**src/rtl/rftmr_regs.vh**
```
// register map, field positions and reset values of the rf frontend timer bank
`ifndef RFTMR_REGS_VH
`define RFTMR_REGS_VH

// register indices; the byte address on the bus is four times the index
`define RFTMR_IDX_RUN_CONTROL 6'h0e
`define RFTMR_IDX_T0_CONTROL 6'h0f
`define RFTMR_IDX_T0_RELOAD_HIGH 6'h10
`define RFTMR_IDX_T0_RELOAD_LOW 6'h11
`define RFTMR_IDX_T0_COUNT_HIGH 6'h12
`define RFTMR_IDX_T0_COUNT_LOW 6'h13
`define RFTMR_IDX_T1_CONTROL 6'h14

// run control: active flags in the upper nibble, write masks in the lower
`define RFTMR_RUN_FLAG_LSB 4
`define RFTMR_RUN_FLAG_MSB 7
`define RFTMR_RUN_MASK_LSB 0
`define RFTMR_RUN_MASK_MSB 3

// timer control fields
`define RFTMR_CTL_HALT_RX 7
`define RFTMR_CTL_START_MSB 5
`define RFTMR_CTL_START_LSB 4
`define RFTMR_CTL_AUTO_RELOAD 3
`define RFTMR_CTL_CLK_MSB 1
`define RFTMR_CTL_CLK_LSB 0

// start mode encodings
`define RFTMR_START_NONE 2'h0
`define RFTMR_START_TX_END 2'h1
`define RFTMR_START_TRIM 2'h2
`define RFTMR_START_TRIM_UF 2'h3

// clock select encodings for timer0
`define RFTMR_CLK_CARRIER 2'h0
`define RFTMR_CLK_DIVIDED 2'h1
`define RFTMR_CLK_T2_UF 2'h2
`define RFTMR_CLK_T1_UF 2'h3

// reset values
`define RFTMR_RST_CONTROL 8'h00
`define RFTMR_RST_RELOAD 8'h00
`define RFTMR_RST_COUNT 16'h0000
`define RFTMR_RST_FLAGS 4'h0

`endif

```
**src/rtl/rftmr_down_counter.v**
```verilog
// loadable down counter with zero detect
`timescale 1ns/1ps
module rftmr_down_counter #(
	parameter WIDTH = 16
) (
	input wire clk_sys,
	input wire rst_n,
	input wire load,
	input wire [WIDTH-1:0] load_value,
	input wire dec,
	output wire [WIDTH-1:0] count,
	output wire at_zero
);

	reg [WIDTH-1:0] count_r;
	reg [WIDTH-1:0] count_nxt;

	// load wins over decrement so a restart never loses the fresh value
	always @*
	begin
		count_nxt = count_r;
		if (load)
			count_nxt = load_value;
		else if (dec)
			count_nxt = count_r - {{(WIDTH-1){1'b0}}, 1'b1};
	end

	// synchronous reset to zero
	always @(posedge clk_sys)
	begin
		if (!rst_n)
			count_r <= {WIDTH{1'b0}};
		else
			count_r <= count_nxt;
	end

	assign count = count_r;
	assign at_zero = (count_r == {WIDTH{1'b0}});

endmodule // rftmr_down_counter

```
**src/rtl/rftmr_timer_bank.v**
```verilog
// timer bank: run control for four timers, timer0 in full, timer1 halt-on-receive, avalon slave
`timescale 1ns/1ps
`include "rftmr_regs.vh"
module rftmr_timer_bank #(
	parameter CNT_WIDTH = 16
) (
	input wire clk_sys,
	input wire rst_n,
	input wire [7:0] avs_address,
	input wire avs_read,
	input wire avs_write,
	input wire [31:0] avs_writedata,
	input wire [3:0] avs_byteenable,
	output wire [31:0] avs_readdata,
	output wire avs_waitrequest,
	input wire carrier_clk_pin,
	input wire divided_clk_pin,
	input wire low_frequency_oscillator_pin,
	input wire tx_end_pulse,
	input wire rx_first4_pulse,
	input wire timer1_underflow,
	input wire timer2_underflow,
	input wire timer1_done,
	input wire timer2_done,
	input wire timer3_done,
	input wire irq_flag_clear,
	output wire [3:1] timer_active_out,
	output wire timer0_underflow,
	output wire timer_underflow_irq_flag
);

	////////////////////////////////////////////////////////////////////////////
	// pin synchronisers and edge detect

	reg [2:0] carrier_sync_r;
	reg [2:0] divided_sync_r;
	reg [2:0] osc_sync_r;

	// two stages guard against metastability, the third only remembers the last level,
	// so a tick lags its pin edge by two clock edges
	// reset fills every stage with zero, the idle level of the pins, so no false edge follows
	// stage 0 feeds only stage 1; the edge detector looks at stages 1 and 2
	always @(posedge clk_sys)
	begin
		if (!rst_n)
		begin
			carrier_sync_r <= 3'h0;
			divided_sync_r <= 3'h0;
			osc_sync_r <= 3'h0;
		end
		else
		begin
			carrier_sync_r <= {carrier_sync_r[1:0], carrier_clk_pin};
			divided_sync_r <= {divided_sync_r[1:0], divided_clk_pin};
			osc_sync_r <= {osc_sync_r[1:0], low_frequency_oscillator_pin};
		end
	end

	wire carrier_tick;
	wire divided_tick;
	wire osc_rise;

	// one-cycle ticks on each rising edge of the sampled pins
	assign carrier_tick = carrier_sync_r[1] & ~carrier_sync_r[2];
	assign divided_tick = divided_sync_r[1] & ~divided_sync_r[2];
	// the trim edge has an identical synchroniser so its timing matches the clock ticks
	assign osc_rise = osc_sync_r[1] & ~osc_sync_r[2];

	////////////////////////////////////////////////////////////////////////////
	// avalon slave handshake

	reg ack_r;
	reg [31:0] readdata_r;
	wire bus_req;
	wire wr_fire;
	wire [5:0] reg_idx;
	wire lane0;

	// one wait state: the request is answered at the second edge it is held
	assign bus_req = avs_read | avs_write;
	assign avs_waitrequest = bus_req & ~ack_r;
	// address bits 1:0 are ignored, every register sits on its own word
	assign reg_idx = avs_address[7:2];
	assign lane0 = avs_byteenable[0];
	// writes act only at the edge where waitrequest is low
	assign wr_fire = avs_write & ack_r & lane0;

	wire wr_run = wr_fire & (reg_idx == `RFTMR_IDX_RUN_CONTROL);
	wire wr_t0ctl = wr_fire & (reg_idx == `RFTMR_IDX_T0_CONTROL);
	wire wr_rel_hi = wr_fire & (reg_idx == `RFTMR_IDX_T0_RELOAD_HIGH);
	wire wr_rel_lo = wr_fire & (reg_idx == `RFTMR_IDX_T0_RELOAD_LOW);
	wire wr_t1ctl = wr_fire & (reg_idx == `RFTMR_IDX_T1_CONTROL);
	wire [7:0] wdata = avs_writedata[7:0];

	// ack toggles so that every request sees exactly one wait state;
	// a master that holds its request past the answer starts a second access
	always @(posedge clk_sys)
	begin
		if (!rst_n)
			ack_r <= 1'b0;
		else
			ack_r <= bus_req & ~ack_r;
	end

	////////////////////////////////////////////////////////////////////////////
	// configuration registers

	reg [7:0] t0_control_r;
	reg [7:0] reload_high_r;
	reg [7:0] reload_low_r;
	reg t1_halt_rx_r;

	// only byte lane 0 carries data; timer1 keeps only its halt bit here
	// reserved bits 6 and 2 are not stored and read back as zero
	always @(posedge clk_sys)
	begin
		if (!rst_n)
		begin
			t0_control_r <= `RFTMR_RST_CONTROL;
			reload_high_r <= `RFTMR_RST_RELOAD;
			reload_low_r <= `RFTMR_RST_RELOAD;
			t1_halt_rx_r <= 1'b0;
		end
		else
		begin
			if (wr_t0ctl)
				t0_control_r <= wdata & 8'hbb;
			if (wr_rel_hi)
				reload_high_r <= wdata;
			if (wr_rel_lo)
				reload_low_r <= wdata;
			if (wr_t1ctl)
				t1_halt_rx_r <= wdata[`RFTMR_CTL_HALT_RX];
		end
	end

	// field views of the timer0 control byte
	wire t0_halt_rx = t0_control_r[`RFTMR_CTL_HALT_RX];
	wire [1:0] t0_start_mode = t0_control_r[`RFTMR_CTL_START_MSB:`RFTMR_CTL_START_LSB];
	wire t0_auto_reload = t0_control_r[`RFTMR_CTL_AUTO_RELOAD];
	wire [1:0] t0_clock_select = t0_control_r[`RFTMR_CTL_CLK_MSB:`RFTMR_CTL_CLK_LSB];
	wire [CNT_WIDTH-1:0] reload_value = {reload_high_r, reload_low_r};

	////////////////////////////////////////////////////////////////////////////
	// timer0 tick selection

	reg t0_tick;

	// underflow inputs let timers be chained into longer counts
	// the pins must stay high and low for a clk_sys period each, or edges are lost
	always @*
	begin
		case (t0_clock_select)
			`RFTMR_CLK_CARRIER: t0_tick = carrier_tick;
			`RFTMR_CLK_DIVIDED: t0_tick = divided_tick;
			`RFTMR_CLK_T2_UF: t0_tick = timer2_underflow;
			`RFTMR_CLK_T1_UF: t0_tick = timer1_underflow;
			default: t0_tick = 1'b0;
		endcase
	end

	////////////////////////////////////////////////////////////////////////////
	// timer0 start, stop and underflow decisions

	reg [3:0] active_r;
	reg [3:0] active_nxt;
	wire [CNT_WIDTH-1:0] t0_count;
	wire t0_at_zero;
	wire t0_running = active_r[0];
	wire t0_trim = t0_start_mode[1];

	// software mask for timer0 with a set value starts it from idle
	wire sw_t0_sel = wr_run & wdata[`RFTMR_RUN_MASK_LSB];
	wire sw_t0_val = wdata[`RFTMR_RUN_FLAG_LSB];

	// hardware start sources depend on start mode
	wire hw_start_tx = (t0_start_mode == `RFTMR_START_TX_END) & tx_end_pulse;
	wire hw_start_trim = t0_trim & osc_rise & ~t0_running;
	wire hw_stop_trim = t0_trim & osc_rise & t0_running;

	// receive halt only outside the trimming modes
	wire hw_stop_rx = t0_halt_rx & ~t0_trim & rx_first4_pulse;

	// hardware start and stop causes of timer0 other than the end of the count, which the flag block handles
	wire t0_hw_start = hw_start_tx | hw_start_trim;
	wire t0_hw_stop = hw_stop_trim | hw_stop_rx;

	// an expired count in mode 2 holds at zero with no underflow
	wire t0_expire = t0_running & t0_tick & t0_at_zero;
	wire t0_uf = t0_expire & (t0_start_mode != `RFTMR_START_TRIM);

	// a start from idle loads the reload value; a software set of a running
	// timer reloads as well, so a restart always counts a full period
	wire sw_start = sw_t0_sel & sw_t0_val;
	wire t0_start = sw_start | (t0_hw_start & ~sw_t0_sel);
	// a software write in the same cycle decides instead of the reload
	wire t0_reload = t0_uf & t0_auto_reload & ~sw_t0_sel;
	wire t0_load = t0_start | t0_reload;
	// limitation: a tick that meets a load is lost, the fresh value wins
	wire t0_dec = t0_running & t0_tick & ~t0_at_zero & ~t0_load;

	// one shared counter module keeps the load-over-decrement order in one place
	rftmr_down_counter #(
		.WIDTH(CNT_WIDTH)
	) u_t0_counter (
		.clk_sys(clk_sys),
		.rst_n(rst_n),
		.load(t0_load),
		.load_value(reload_value),
		.dec(t0_dec),
		.count(t0_count),
		.at_zero(t0_at_zero)
	);

	////////////////////////////////////////////////////////////////////////////
	// running flags of all four timers

	integer i;

	// hardware events act first, a masked software write has the last word,
	// so a done pulse and a masked set in one cycle leave the timer running
	always @*
	begin
		active_nxt = active_r;
		// timer0 hardware events
		if (t0_hw_start)
			active_nxt[0] = 1'b1;
		if (t0_hw_stop)
			active_nxt[0] = 1'b0;
		if (t0_uf & ~t0_auto_reload)
			active_nxt[0] = 1'b0;
		if (t0_expire & (t0_start_mode == `RFTMR_START_TRIM))
			active_nxt[0] = 1'b0;
		// timers 1 to 3 count outside this block; only their flags live here
		// other timers report their own end; timer1 also halts on receive
		if (timer1_done | (t1_halt_rx_r & rx_first4_pulse))
			active_nxt[1] = 1'b0;
		if (timer2_done)
			active_nxt[2] = 1'b0;
		if (timer3_done)
			active_nxt[3] = 1'b0;
		// masked write: only bits whose mask is one take the written value
		if (wr_run)
		begin
			for (i = 0; i < 4; i = i + 1)
			begin
				if (wdata[`RFTMR_RUN_MASK_LSB + i])
					active_nxt[i] = wdata[`RFTMR_RUN_FLAG_LSB + i];
			end
		end
	end

	// running flags of all four timers, cleared by reset
	always @(posedge clk_sys)
	begin
		if (!rst_n)
			active_r <= `RFTMR_RST_FLAGS;
		else
			active_r <= active_nxt;
	end

	////////////////////////////////////////////////////////////////////////////
	// underflow flag and cascade pulse

	reg irq_flag_r;
	reg t0_uf_r;

	// a new underflow beats a clear in the same cycle
	// the clear input stands in for a write-one-to-clear register bit
	always @(posedge clk_sys)
	begin
		if (!rst_n)
		begin
			irq_flag_r <= 1'b0;
			t0_uf_r <= 1'b0;
		end
		else
		begin
			t0_uf_r <= t0_uf;
			if (t0_uf)
				irq_flag_r <= 1'b1;
			else if (irq_flag_clear)
				irq_flag_r <= 1'b0;
		end
	end

	// flag and cascade pulse rise at the same edge, straight from flip-flops
	assign timer_underflow_irq_flag = irq_flag_r;
	assign timer0_underflow = t0_uf_r;
	assign timer_active_out = active_r[3:1];

	////////////////////////////////////////////////////////////////////////////
	// read mux

	reg [7:0] rd_byte;

	// mask bits are write-only and read as zero; unmapped addresses read zero
	// the count bytes are not latched as a pair, so a read during reception
	// or while ticking fast can tear between high and low byte
	// reads have no side effects, so a read may be repeated freely
	always @*
	begin
		case (reg_idx)
			`RFTMR_IDX_RUN_CONTROL: rd_byte = {active_r, 4'h0};
			`RFTMR_IDX_T0_CONTROL: rd_byte = t0_control_r;
			`RFTMR_IDX_T0_RELOAD_HIGH: rd_byte = reload_high_r;
			`RFTMR_IDX_T0_RELOAD_LOW: rd_byte = reload_low_r;
			`RFTMR_IDX_T0_COUNT_HIGH: rd_byte = t0_count[15:8];
			`RFTMR_IDX_T0_COUNT_LOW: rd_byte = t0_count[7:0];
			`RFTMR_IDX_T1_CONTROL: rd_byte = {t1_halt_rx_r, 7'h00};
			default: rd_byte = 8'h00;
		endcase
	end

	// data captured on the first edge stands through the answering cycle
	always @(posedge clk_sys)
	begin
		if (!rst_n)
			readdata_r <= 32'h00000000;
		else if (avs_read & ~ack_r)
			readdata_r <= {24'h000000, rd_byte};
	end

	// upper lanes always read zero
	assign avs_readdata = readdata_r;

endmodule // rftmr_timer_bank

```
**config.mk**
```make
export PLATFORM = sky130hd
export DESIGN_NAME = rftmr_timer_bank
export DESIGN_NICKNAME = d
export VERILOG_FILES = /design/src/rtl/rftmr_down_counter.v /design/src/rtl/rftmr_timer_bank.v
export VERILOG_INCLUDE_DIRS = /design/src /design/src/rtl
export SDC_FILE = /design/constraint.sdc
export NUM_CORES = 1
export LEC_CHECK = 0
export BUFFER_PORTS_ARGS = -buffer_cell sky130_fd_sc_hd__buf_2
export CORE_AREA = 2 2 115 83
export DETAILED_ROUTE_END_ITERATION = 12
export DIE_AREA = 0 0 117 85
export GPL_TIMING_DRIVEN = 1
export SLEW_MARGIN = 20
export SYNTH_ARGS = -nofsm -noshare
export SYNTH_HDL_FRONTEND = slang
export SYNTH_SLANG_ARGS = --single-unit
```
**constraint.sdc**
```tcl
create_clock -name clk_sys -period 3.9 [get_ports clk_sys]
set_input_delay 0.585 -clock clk_sys [delete_from_list [all_inputs] [get_ports clk_sys]]
set_output_delay 0.585 -clock clk_sys [all_outputs]
set_load 0.05 [all_outputs]
```
==> reports/results.tsv, run 1 <==
metric	value	unit
path_clk_slew	0.05	ns
antenna_found_initial	0	
cp-start-kind	register	
worstMarginPinSlew	1.05	ns
core	8890	µm²
cts_made_buffers	9	
grt_pass1_wl	14900	µm
hold_slack	0.432	ns
min_path_cells	1	
cap_violations	0	
fin_crit_sh	0.823	
worstPathArrival	3.43	ns
instances_no_fill	539	
relSlewSlack	0.298	
routedWlPerCell	17.9	µm
clock_skew	0.00539	ns
max_freq	312	MHz
grt_pass1_vias	2731	
nets	471	
postLayoutCellArea	4020	µm²
rsz0062_at_grt	false	
drt_iter0_drc	276	
die_height	85	µm
dp_hpwl	6850	µm
io_buffers	43	
ys_types	59	
syn_area	3470	µm²
cts_buffer_depth	2	
yosys_most_used_dff	dfxtp_1	
cts.sinks	63	
routed_wl	9650	µm
leakage	1.53	nW
num_vias	3123	
cts_tree	done	
ys_seq_area_frac	0.363	
drc	0	
crit_type	register to register	
endpoint_kind	register	
ys_warn_count	0	
placementRows	29	
finalPower	1.72	mW
fp.dieW	117	µm
synth_top_area_frac	0.363	
grt_use_total	0.199	
status	finished, final reports clean	
async_flop_share	0	
via_per_inst	5.79	
ctsHoldBuffers	0	
place_inst	523	
grt_max_degree	54	
placed_cell_area	3680	µm²
rrSetupSlack	0.69	ns
synthCells	375	
initial_core_util	0.391	
vdd_ir_drop_max	0.000299	V
antenna_cells	0	
slew_violations	0	
reg2reg_depth	7	
r2r-end	u_t0_counter.count[0]	
ios	97	
synth_edf_count	0	
ctsResizeCount	0	
critPathCapture	u_t0_counter.count[0]	
ys_top_cells_by_area	dfxtp_1 (36%), buf_4 (5.8%), mux4_2 (5.2%), mux2i_1 (4.9%), a211oi_1 (3.5%)	
startpoint	u_t0_counter.count[0]	
grt_util_met3	0.0557	
worstPathMaxFanout	17	
routabilityCongestion	0.912	
drive_gt1_frac	0.219	
min_path_type	register to register	
dr.pass1.iters	5	
grt.overflow.total	0	
die_area	9950	µm²
use_met1	0.312	
cts_setup_buffers	0	
required	4.13	ns
netlist.top_cell.by_area	dfxtp_1	
postRouteAntennaNets	0	
grt-busiest-layer	met1	
grt_use_met2	0.262	
period_needed	3.21	ns
ys_ff_latch	63	
clk_latency	0.33	ns
root_buffer	clkbuf_16	
timing.setup.tns	0	ns
hold_violations	0	
reg2reg_from	u_t0_counter.count[0]	
setup_violations	0	
power_density	427	nW/µm²
syn_avg_cell_area	9.27	µm²
htree_levels	3	
syn_to_final_growth	15.6	%
## worst min-delay path by stage
stage,startpoint,to
after CTS,divided_sync_r[0],divided_sync_r[1]
after detailed placement,divided_sync_r[0],divided_sync_r[1]
after floorplan,carrier_sync_r[0],carrier_sync_r[1]
after global routing,divided_sync_r[0],divided_sync_r[1]
final,divided_sync_r[0],divided_sync_r[1]
after global placement,divided_sync_r[0],divided_sync_r[1]
## stage by stage
stage                     setup WS (ns)   util
after floorplan                   0.980      -
after global placement            0.770  0.414
after detailed placement          0.774  0.414
after CTS                         0.732  0.452
after global routing              0.559  0.452
final                             0.692  0.452
## where the power goes
part | switching, mW | internal [mW]
logic | 0.111 | 0.0288
clock network | 0.279 | 0.642
registers | 0.00368 | 0.651
## final cells by class
type	count	area, µm²
Clock inverter	3	90.1
Clock buffer	13	250
Sequential cell	63	1260
Timing Repair Buffer	49	260
Tap cell	124	155
Inverter	8	30.0
Fill cell	877	4870
Multi-Input combinational cell	279	1970
## layer usage
metal	up-vias	part of all wire	wire length [µm]
met5	-	0	0
met4	0	0.011	103
met3	12	0.078	756
met2	117	0.41	3980
met1	1557	0.50	4820
li1	1437	-	-
## flip-flops by register name (all words and copies together), names as in the netlist
name	cells
u_t0_counter.count	16
timer_underflow_irq_flag	1
avs_readdata	8
timer0_underflow	1
active_r	4
carrier_sync_r	3
reload_high_r	8
ack_r	1
reload_low_r	8
osc_sync_r	3
t0_control_r	6
divided_sync_r	3
t1_halt_rx_r	1
## cell families (layout without fill, tap and decap cells)
family / after synthesis / in the layout / share of synthesized area
AND/OR/NAND/NOR: 138 / 138 / 0.223
flip-flops: 63 / 63 / 0.363
XOR/XNOR: 5 / 5 / 0.0126
buffers and inverters: 56 / 73 / 0.0951
AO/OA/AOI/OAI: 84 / 84 / 0.194
other: 1 / 24 / 0.00108
multiplexers: 26 / 26 / 0.104
adder cells (fa/ha/maj): 2 / 2 / 0.00720
## cells in the mapped netlist, types with 6 or more instances
cell,number
dfxtp_1,63
nor2_1,32
buf_4,27
nand2_1,19
mux2i_1,17
a211oi_1,16
a21oi_1,15
nand3_1,15
clkbuf_1,14
or4_1,11
and2_1,9
nor3_1,9
mux4_2,8
o21ai_0,8
inv_1,7
o31ai_1,7
nand2b_1,6
## worst max-delay path: stages, from the launching register on
cell and delay (ns):
dfxtp_1 0.33, inv_1 0.11, ha_1 0.16, or4b_1 0.57, or4_1 0.70, or4_4 0.61, a21o_4 0.36, a311oi_1 0.26
## placed cells by master (no fill, tap or decap), drive strengths merged, types with 4 or more instances in the layout
master | synthesis | layout
conb | 1 | 24
a221oi | 4 | 4
and2 | 10 | 10
a211oi | 21 | 21
inv | 8 | 8
mux4 | 8 | 8
nand4b | 4 | 4
mux2i | 17 | 17
o31ai | 7 | 7
nand2 | 19 | 19
nor3 | 10 | 10
nor2 | 32 | 32
buf | 34 | 49
clkbuf | 14 | 13
or3 | 5 | 5
or4b | 4 | 4
or4 | 12 | 12
dfxtp | 63 | 63
a311oi | 10 | 10
nand3 | 15 | 15
a21oi | 15 | 15
nand2b | 6 | 6
nand4 | 4 | 4
o21ai | 8 | 8
No activity file was read; power rests on OpenSTA's default activity.
==> run 2: changes to the inputs <==
ABC_AREA = 1   (was unset)
CORE_AREA = 2 2 116 84   (was 2 2 115 83)
DIE_AREA = 0 0 118 86   (was 0 0 117 85)
clock period = 3.33 ns   (was 3.9 ns; I/O delays follow)
==> reports/results.tsv, run 2 <==
metric	value	unit
status	finished, final reports clean	
pre_cts_ws	0.960	ns
synth_common_cells	nand2_1 (118), dfxtp_1 (63), inv_1 (63)	
htree_levels	3	
ios	97	
core	8960	µm²
ys_top_cells_by_area	dfxtp_1 (36%), nand2_1 (13%), a21oi_1 (6.9%), inv_1 (6.7%), nor2_1 (6.5%)	
leakage	1.84	nW
crit_buf_inv	2	
grt_max_degree	37	
crit_slowest_cell	dfxtp_1	
async_flop_share	0	
grt_pass1_vias	3203	
antenna_found_initial	0	
clk_latency	0.34	ns
period_needed	2.18	ns
crit_cells	13	
synth_top_area_frac	0.357	
grt_use_total	0.210	
dr.pass1.iters	5	
final_cell_mix	nand2_1 (118), inv_1 (63), dfxtp_1 (63), nor2_1 (61), a21oi_1 (49)	
worstPathArrival	2.39	ns
cts_buffer_depth	2	
ys_types	36	
root_buffer	clkbuf_16	
drt_iter0_drc	250	
cp-start-kind	register	
syn_to_final_growth	13.4	%
setup_violations	0	
drive_gt1_frac	0.134	
relSlewSlack	0.570	
fp.dieW	118	µm
reg2reg_depth	13	
max_freq	458	MHz
nets	631	
ctsHoldBuffers	0	
slowest_delay	0.43	ns
required	3.53	ns
routabilityCongestion	0.908	
io_buffers	43	
placed_cell_area	3730	µm²
crit_chain	inv_1, ha_1, nand2_1, nor2_1, nand2_1, nor2_1, nand4_2, buf_4, nand2_2, nand2_1, nand2_1, nor2_1, nor2_1	
hold_slack	0.354	ns
setup_ws	1.15	ns
finalPower	1.77	mW
initial_core_util	0.394	
endpoint_kind	register	
path_delay_family	simple AND/OR/NAND/NOR gates	
ys_ff_latch	63	
path_clk_slew	0.06	ns
timing.setup.tns	0	ns
netlist.top_cell.by_area	dfxtp_1	
yosysMostFrequentCell	nand2_1	
dp_hpwl	7630	µm
ys_warn_count	0	
rsz0062_at_grt	false	
cts_tree	done	
fin_crit_sh	0.656	
cap_violations	0	
min_path_cells	3	
cts_made_buffers	9	
syn_avg_cell_area	6.65	µm²
placementRows	29	
vdd_ir_drop_max	0.000294	V
slew_violations	0	
grt_pass1_wl	16600	µm
min_path_type	input pin to register	
largest_register_ff_count	16	
grt.overflow.total	0	
worstPathMaxFanout	30	
power_density	442	nW/µm²
num_vias	3512	
hold_violations	0	
routed_wl	10200	µm
yosys_most_used_dff	dfxtp_1	
drc	0	
antenna_cells	0	
routedWlPerCell	14.6	µm
cts.sinks	63	
die_height	86	µm
postLayoutCellArea	4010	µm²
ys_seq_area_frac	0.357	
synthCells	531	
syn_area	3530	µm²
die_area	10100	µm²
crit_type	register to register	
final_common_cell	nand2_1	
postRouteAntennaNets	0	
synth_edf_count	0	
worstMarginPinSlew	0.643	ns
via_per_inst	5.03	
ctsResizeCount	0	
cts_setup_buffers	0	
clock_skew	0.00693	ns
## run 2: changes by cell type in the layout (fill, tap and decap cells not counted), sizes merged, moves of 9 or more
cell    delta
nand2    +102
inv       +61
a21oi     +34
nor2      +31
o21ai     +30
a211oi    -21
mux2i     -17
nand3     +15
nand4     +13
or4       -12
a311oi    -10
and2       -9
o211ai     +9
## run 2: worst min-delay path: cells and delay by family
family | cells | cell delay (ns)
AND/OR/NAND/NOR | 1 | 0.04
buffers and inverters | 2 | 0.11
## run 2: area by class of cell
class / count / area, µm²
repair buffers: 47 / 245
inverters: 69 / 259
well taps: 124 / 155
clock inverters: 6 / 47.5
clock buffers: 9 / 225
flip-flops and latches: 63 / 1260
multi-input cells: 380 / 1810
fillers: 959 / 4960
## run 2: path summary, 6_finish.rpt
kind,start,endpoint,slack (ns)
setup / recovery,u_t0_counter.count[0],u_t0_counter.count[13],1.15
hold / removal,low_frequency_oscillator_pin,osc_sync_r[0],0.35
setup reg to reg,u_t0_counter.count[0],u_t0_counter.count[13],1.15
hold reg to reg,carrier_sync_r[0],carrier_sync_r[1],0.41
## run 2: cell families (layout without fill, tap and decap cells)
logic type | after synthesis | after routing | share of synthesized area
flip-flops | 63 | 63 | 0.357
other | 1 | 24 | 0.00106
buffers and inverters | 111 | 131 | 0.154
AO/OA/AOI/OAI | 106 | 106 | 0.164
AND/OR/NAND/NOR | 236 | 236 | 0.287
XOR/XNOR | 12 | 12 | 0.0298
adder cells (fa/ha/maj) | 2 | 2 | 0.00708
## run 2: stage by stage
stage               utilization  std cells
floorplan                     -        554
global placement          0.417        683
detailed placement        0.417        683
CTS                       0.447        698
global route              0.447        698
finish                    0.447        698
## run 2: metal layers
layer | part of all wire | vias up | track usage
li1 | - | 1746 | -
met1 | 0.49 | 1618 | 0.301
met2 | 0.42 | 138 | 0.313
met3 | 0.082 | 10 | 0.0519
met4 | 0.0081 | 0 | 0.0581
met5 | 0 | - | 0
## run 2: power breakdown
part,total (mW),internal (mW),leakage (nW),switching [mW]
combinational,0.137,0.0240,1.21,0.113
clock,0.870,0.502,0.120,0.367
sequential,0.763,0.760,0.509,0.00283
total,1.77,1.29,1.84,0.483
==> run 3: changes to the inputs <==
PLACE_DENSITY = 0.65   (was unset)
clock period = 1.9 ns   (was 3.33 ns; I/O delays follow)
==> reports/results.tsv, run 3 (synthesis results as in run 2) <==
metric	value	unit
status	finished, final reports clean	
nets	669	
drc	0	
grt.overflow.total	0	
largest_register_ff_count	16	
instances_no_fill	737	
reg2reg_depth	12	
syn_to_final_growth	24.3	%
min_path_type	input pin to register	
dr.pass1.iters	5	
cts_made_buffers	9	
cp-start-kind	register	
drive_gt1_frac	0.197	
leakage	2.06	nW
antenna_found_initial	0	
min_path_cells	3	
place_inst	720	
worstMarginPinSlew	0.543	ns
finalPower	3.27	mW
die_area	10100	µm²
max_freq	570	MHz
clock_skew	0.00754	ns
postRouteAntennaNets	0	
routedWlPerCell	14.7	µm
power_density	744	nW/µm²
whs_endpoint	osc_sync_r[0]	
p_sw	0.827	mW
htree_levels	3	
antenna_cells	0	
r2r-end	u_t0_counter.count[14]	
p_clk_frac	0.513	
worstPathMaxFanout	10	
via_per_inst	4.99	
fin_crit_sh	0.923	
num_vias	3676	
period_needed	1.75	ns
path_clk_slew	0.06	ns
final_util	0.490	
root_buffer	clkbuf_16	
final_common_cell	nand2_1	
vdd_ir_drop_max	0.000521	V
grt_use_total	0.216	
seqPwrFrac	0.409	
setup_violations	0	
ctsHoldBuffers	0	
intPower	2.44	mW
dp_hpwl	8150	µm
routed_wl	10800	µm
initial_core_util	0.394	
sw_frac_of_total	0.253	
ios	97	
placementRows	29	
drt_iter0_drc	356	
required	2.10	ns
grt_pass1_wl	17000	µm
combPwrFrac	0.078	
fp.dieW	118	µm
core	8960	µm²
rsz0062_at_grt	false	
relSlewSlack	0.637	
final_cell_mix	nand2_1 (116), dfxtp_1 (63), inv_1 (62), nor2_1 (58), a21oi_1 (49)	
cts.sinks	63	
grt_pass1_vias	3357	
rrSetupSlack	0.15	ns
grt_max_degree	29	
cts_tree	done	
cap_violations	0	
hp-start	low_frequency_oscillator_pin	
hold_violations	0	
timing.setup.tns	0	ns
clk_latency	0.34	ns
slew_violations	0	
worstPathArrival	1.95	ns
routabilityCongestion	0.959	
reg2reg_from	u_t0_counter.count[1]	
endpoint_kind	register	
die_height	86	µm
io_buffers	43	
crit_type	register to register	
cts_buffer_depth	2	
## run 3: cell count changes in the layout (fill, tap and decap cells not counted), moves of 2 or more
cell and change:
clkinvlp_4 -2, nor2_4 +2, clkbuf_1 +2, buf_6 +5
buf_4 +32, nand2_1 -2, nor2_1 -3
## run 3: routing by layer
metal	GRT usage	vias to the layer above	wire length, µm
met4	0.0723	0	136
met5	0	-	0
met2	0.327	160	4690
met3	0.0479	13	839
li1	-	1827	-
met1	0.304	1676	5160
## run 3: worst max-delay path, cell delays in order, from the launching register on
cell	delay (ns)
dfxtp_1	0.32
inv_1	0.11
ha_2	0.21
nand2_1	0.07
nor2_2	0.12
nand2_2	0.09
nor2_4	0.11
nand4_4	0.11
buf_6	0.17
nand3_2	0.11
nor2_1	0.05
nor2_1	0.10
nor2_1	0.05
## run 3: metrics by stage
stage          instance area (µm²)  setup WS [ns]  hold WS, ns
5_1_grt                       4390       0.000684        0.140
2_1_floorplan                 3620          0.268        0.383
6_report                      4390          0.147        0.127
3_3_place_gp                  4010         0.0312        0.393
3_5_place_dp                  4010       0.000789        0.402
4_1_cts                       4320         0.0125        0.120
## run 3: timing repair
action / 4_1_cts / 5_1_grt
setup endpoints to repair: 5 / 15
gates resized for setup: 2 / 14
endpoints found under the hold margin: 0 / 0
pin swaps: 0 / 2
setup buffers: 0 / 1
## run 3: area by class of cell
| class | count | area [µm²] |
|---|---|---|
| tap | 124 | 155 |
| clock buffer | 12 | 246 |
| sequential | 63 | 1260 |
| clock inverter | 4 | 53.8 |
| multi-input combinational | 380 | 1850 |
| fill | 903 | 4570 |
| inverter | 69 | 259 |
| timing repair buffer | 85 | 562 |
## run 3: worst max path at each step
stage	slack [ns]	end	cells after the start	from
global route	0.0007	u_t0_counter.count[14]	13	t0_control_r[0]
global placement	0.03	u_t0_counter.count[10]	11	u_t0_counter.count[0]
finish	0.15	u_t0_counter.count[14]	12	u_t0_counter.count[1]
floorplan	0.27	u_t0_counter.count[0]	11	u_t0_counter.count[0]
CTS	0.01	u_t0_counter.count[14]	12	u_t0_counter.count[0]
detailed placement	0.0008	u_t0_counter.count[8]	14	avs_address[3]
## run 3: power groups by stage
stage	clock, mW	combinational, mW	sequential, mW
after global routing	1.78	0.273	1.34
after floorplan	0	0.214	1.36
final	1.68	0.254	1.34
after detailed placement	0	0.248	1.37
after global placement	0	0.245	1.36
after CTS	1.71	0.250	1.34
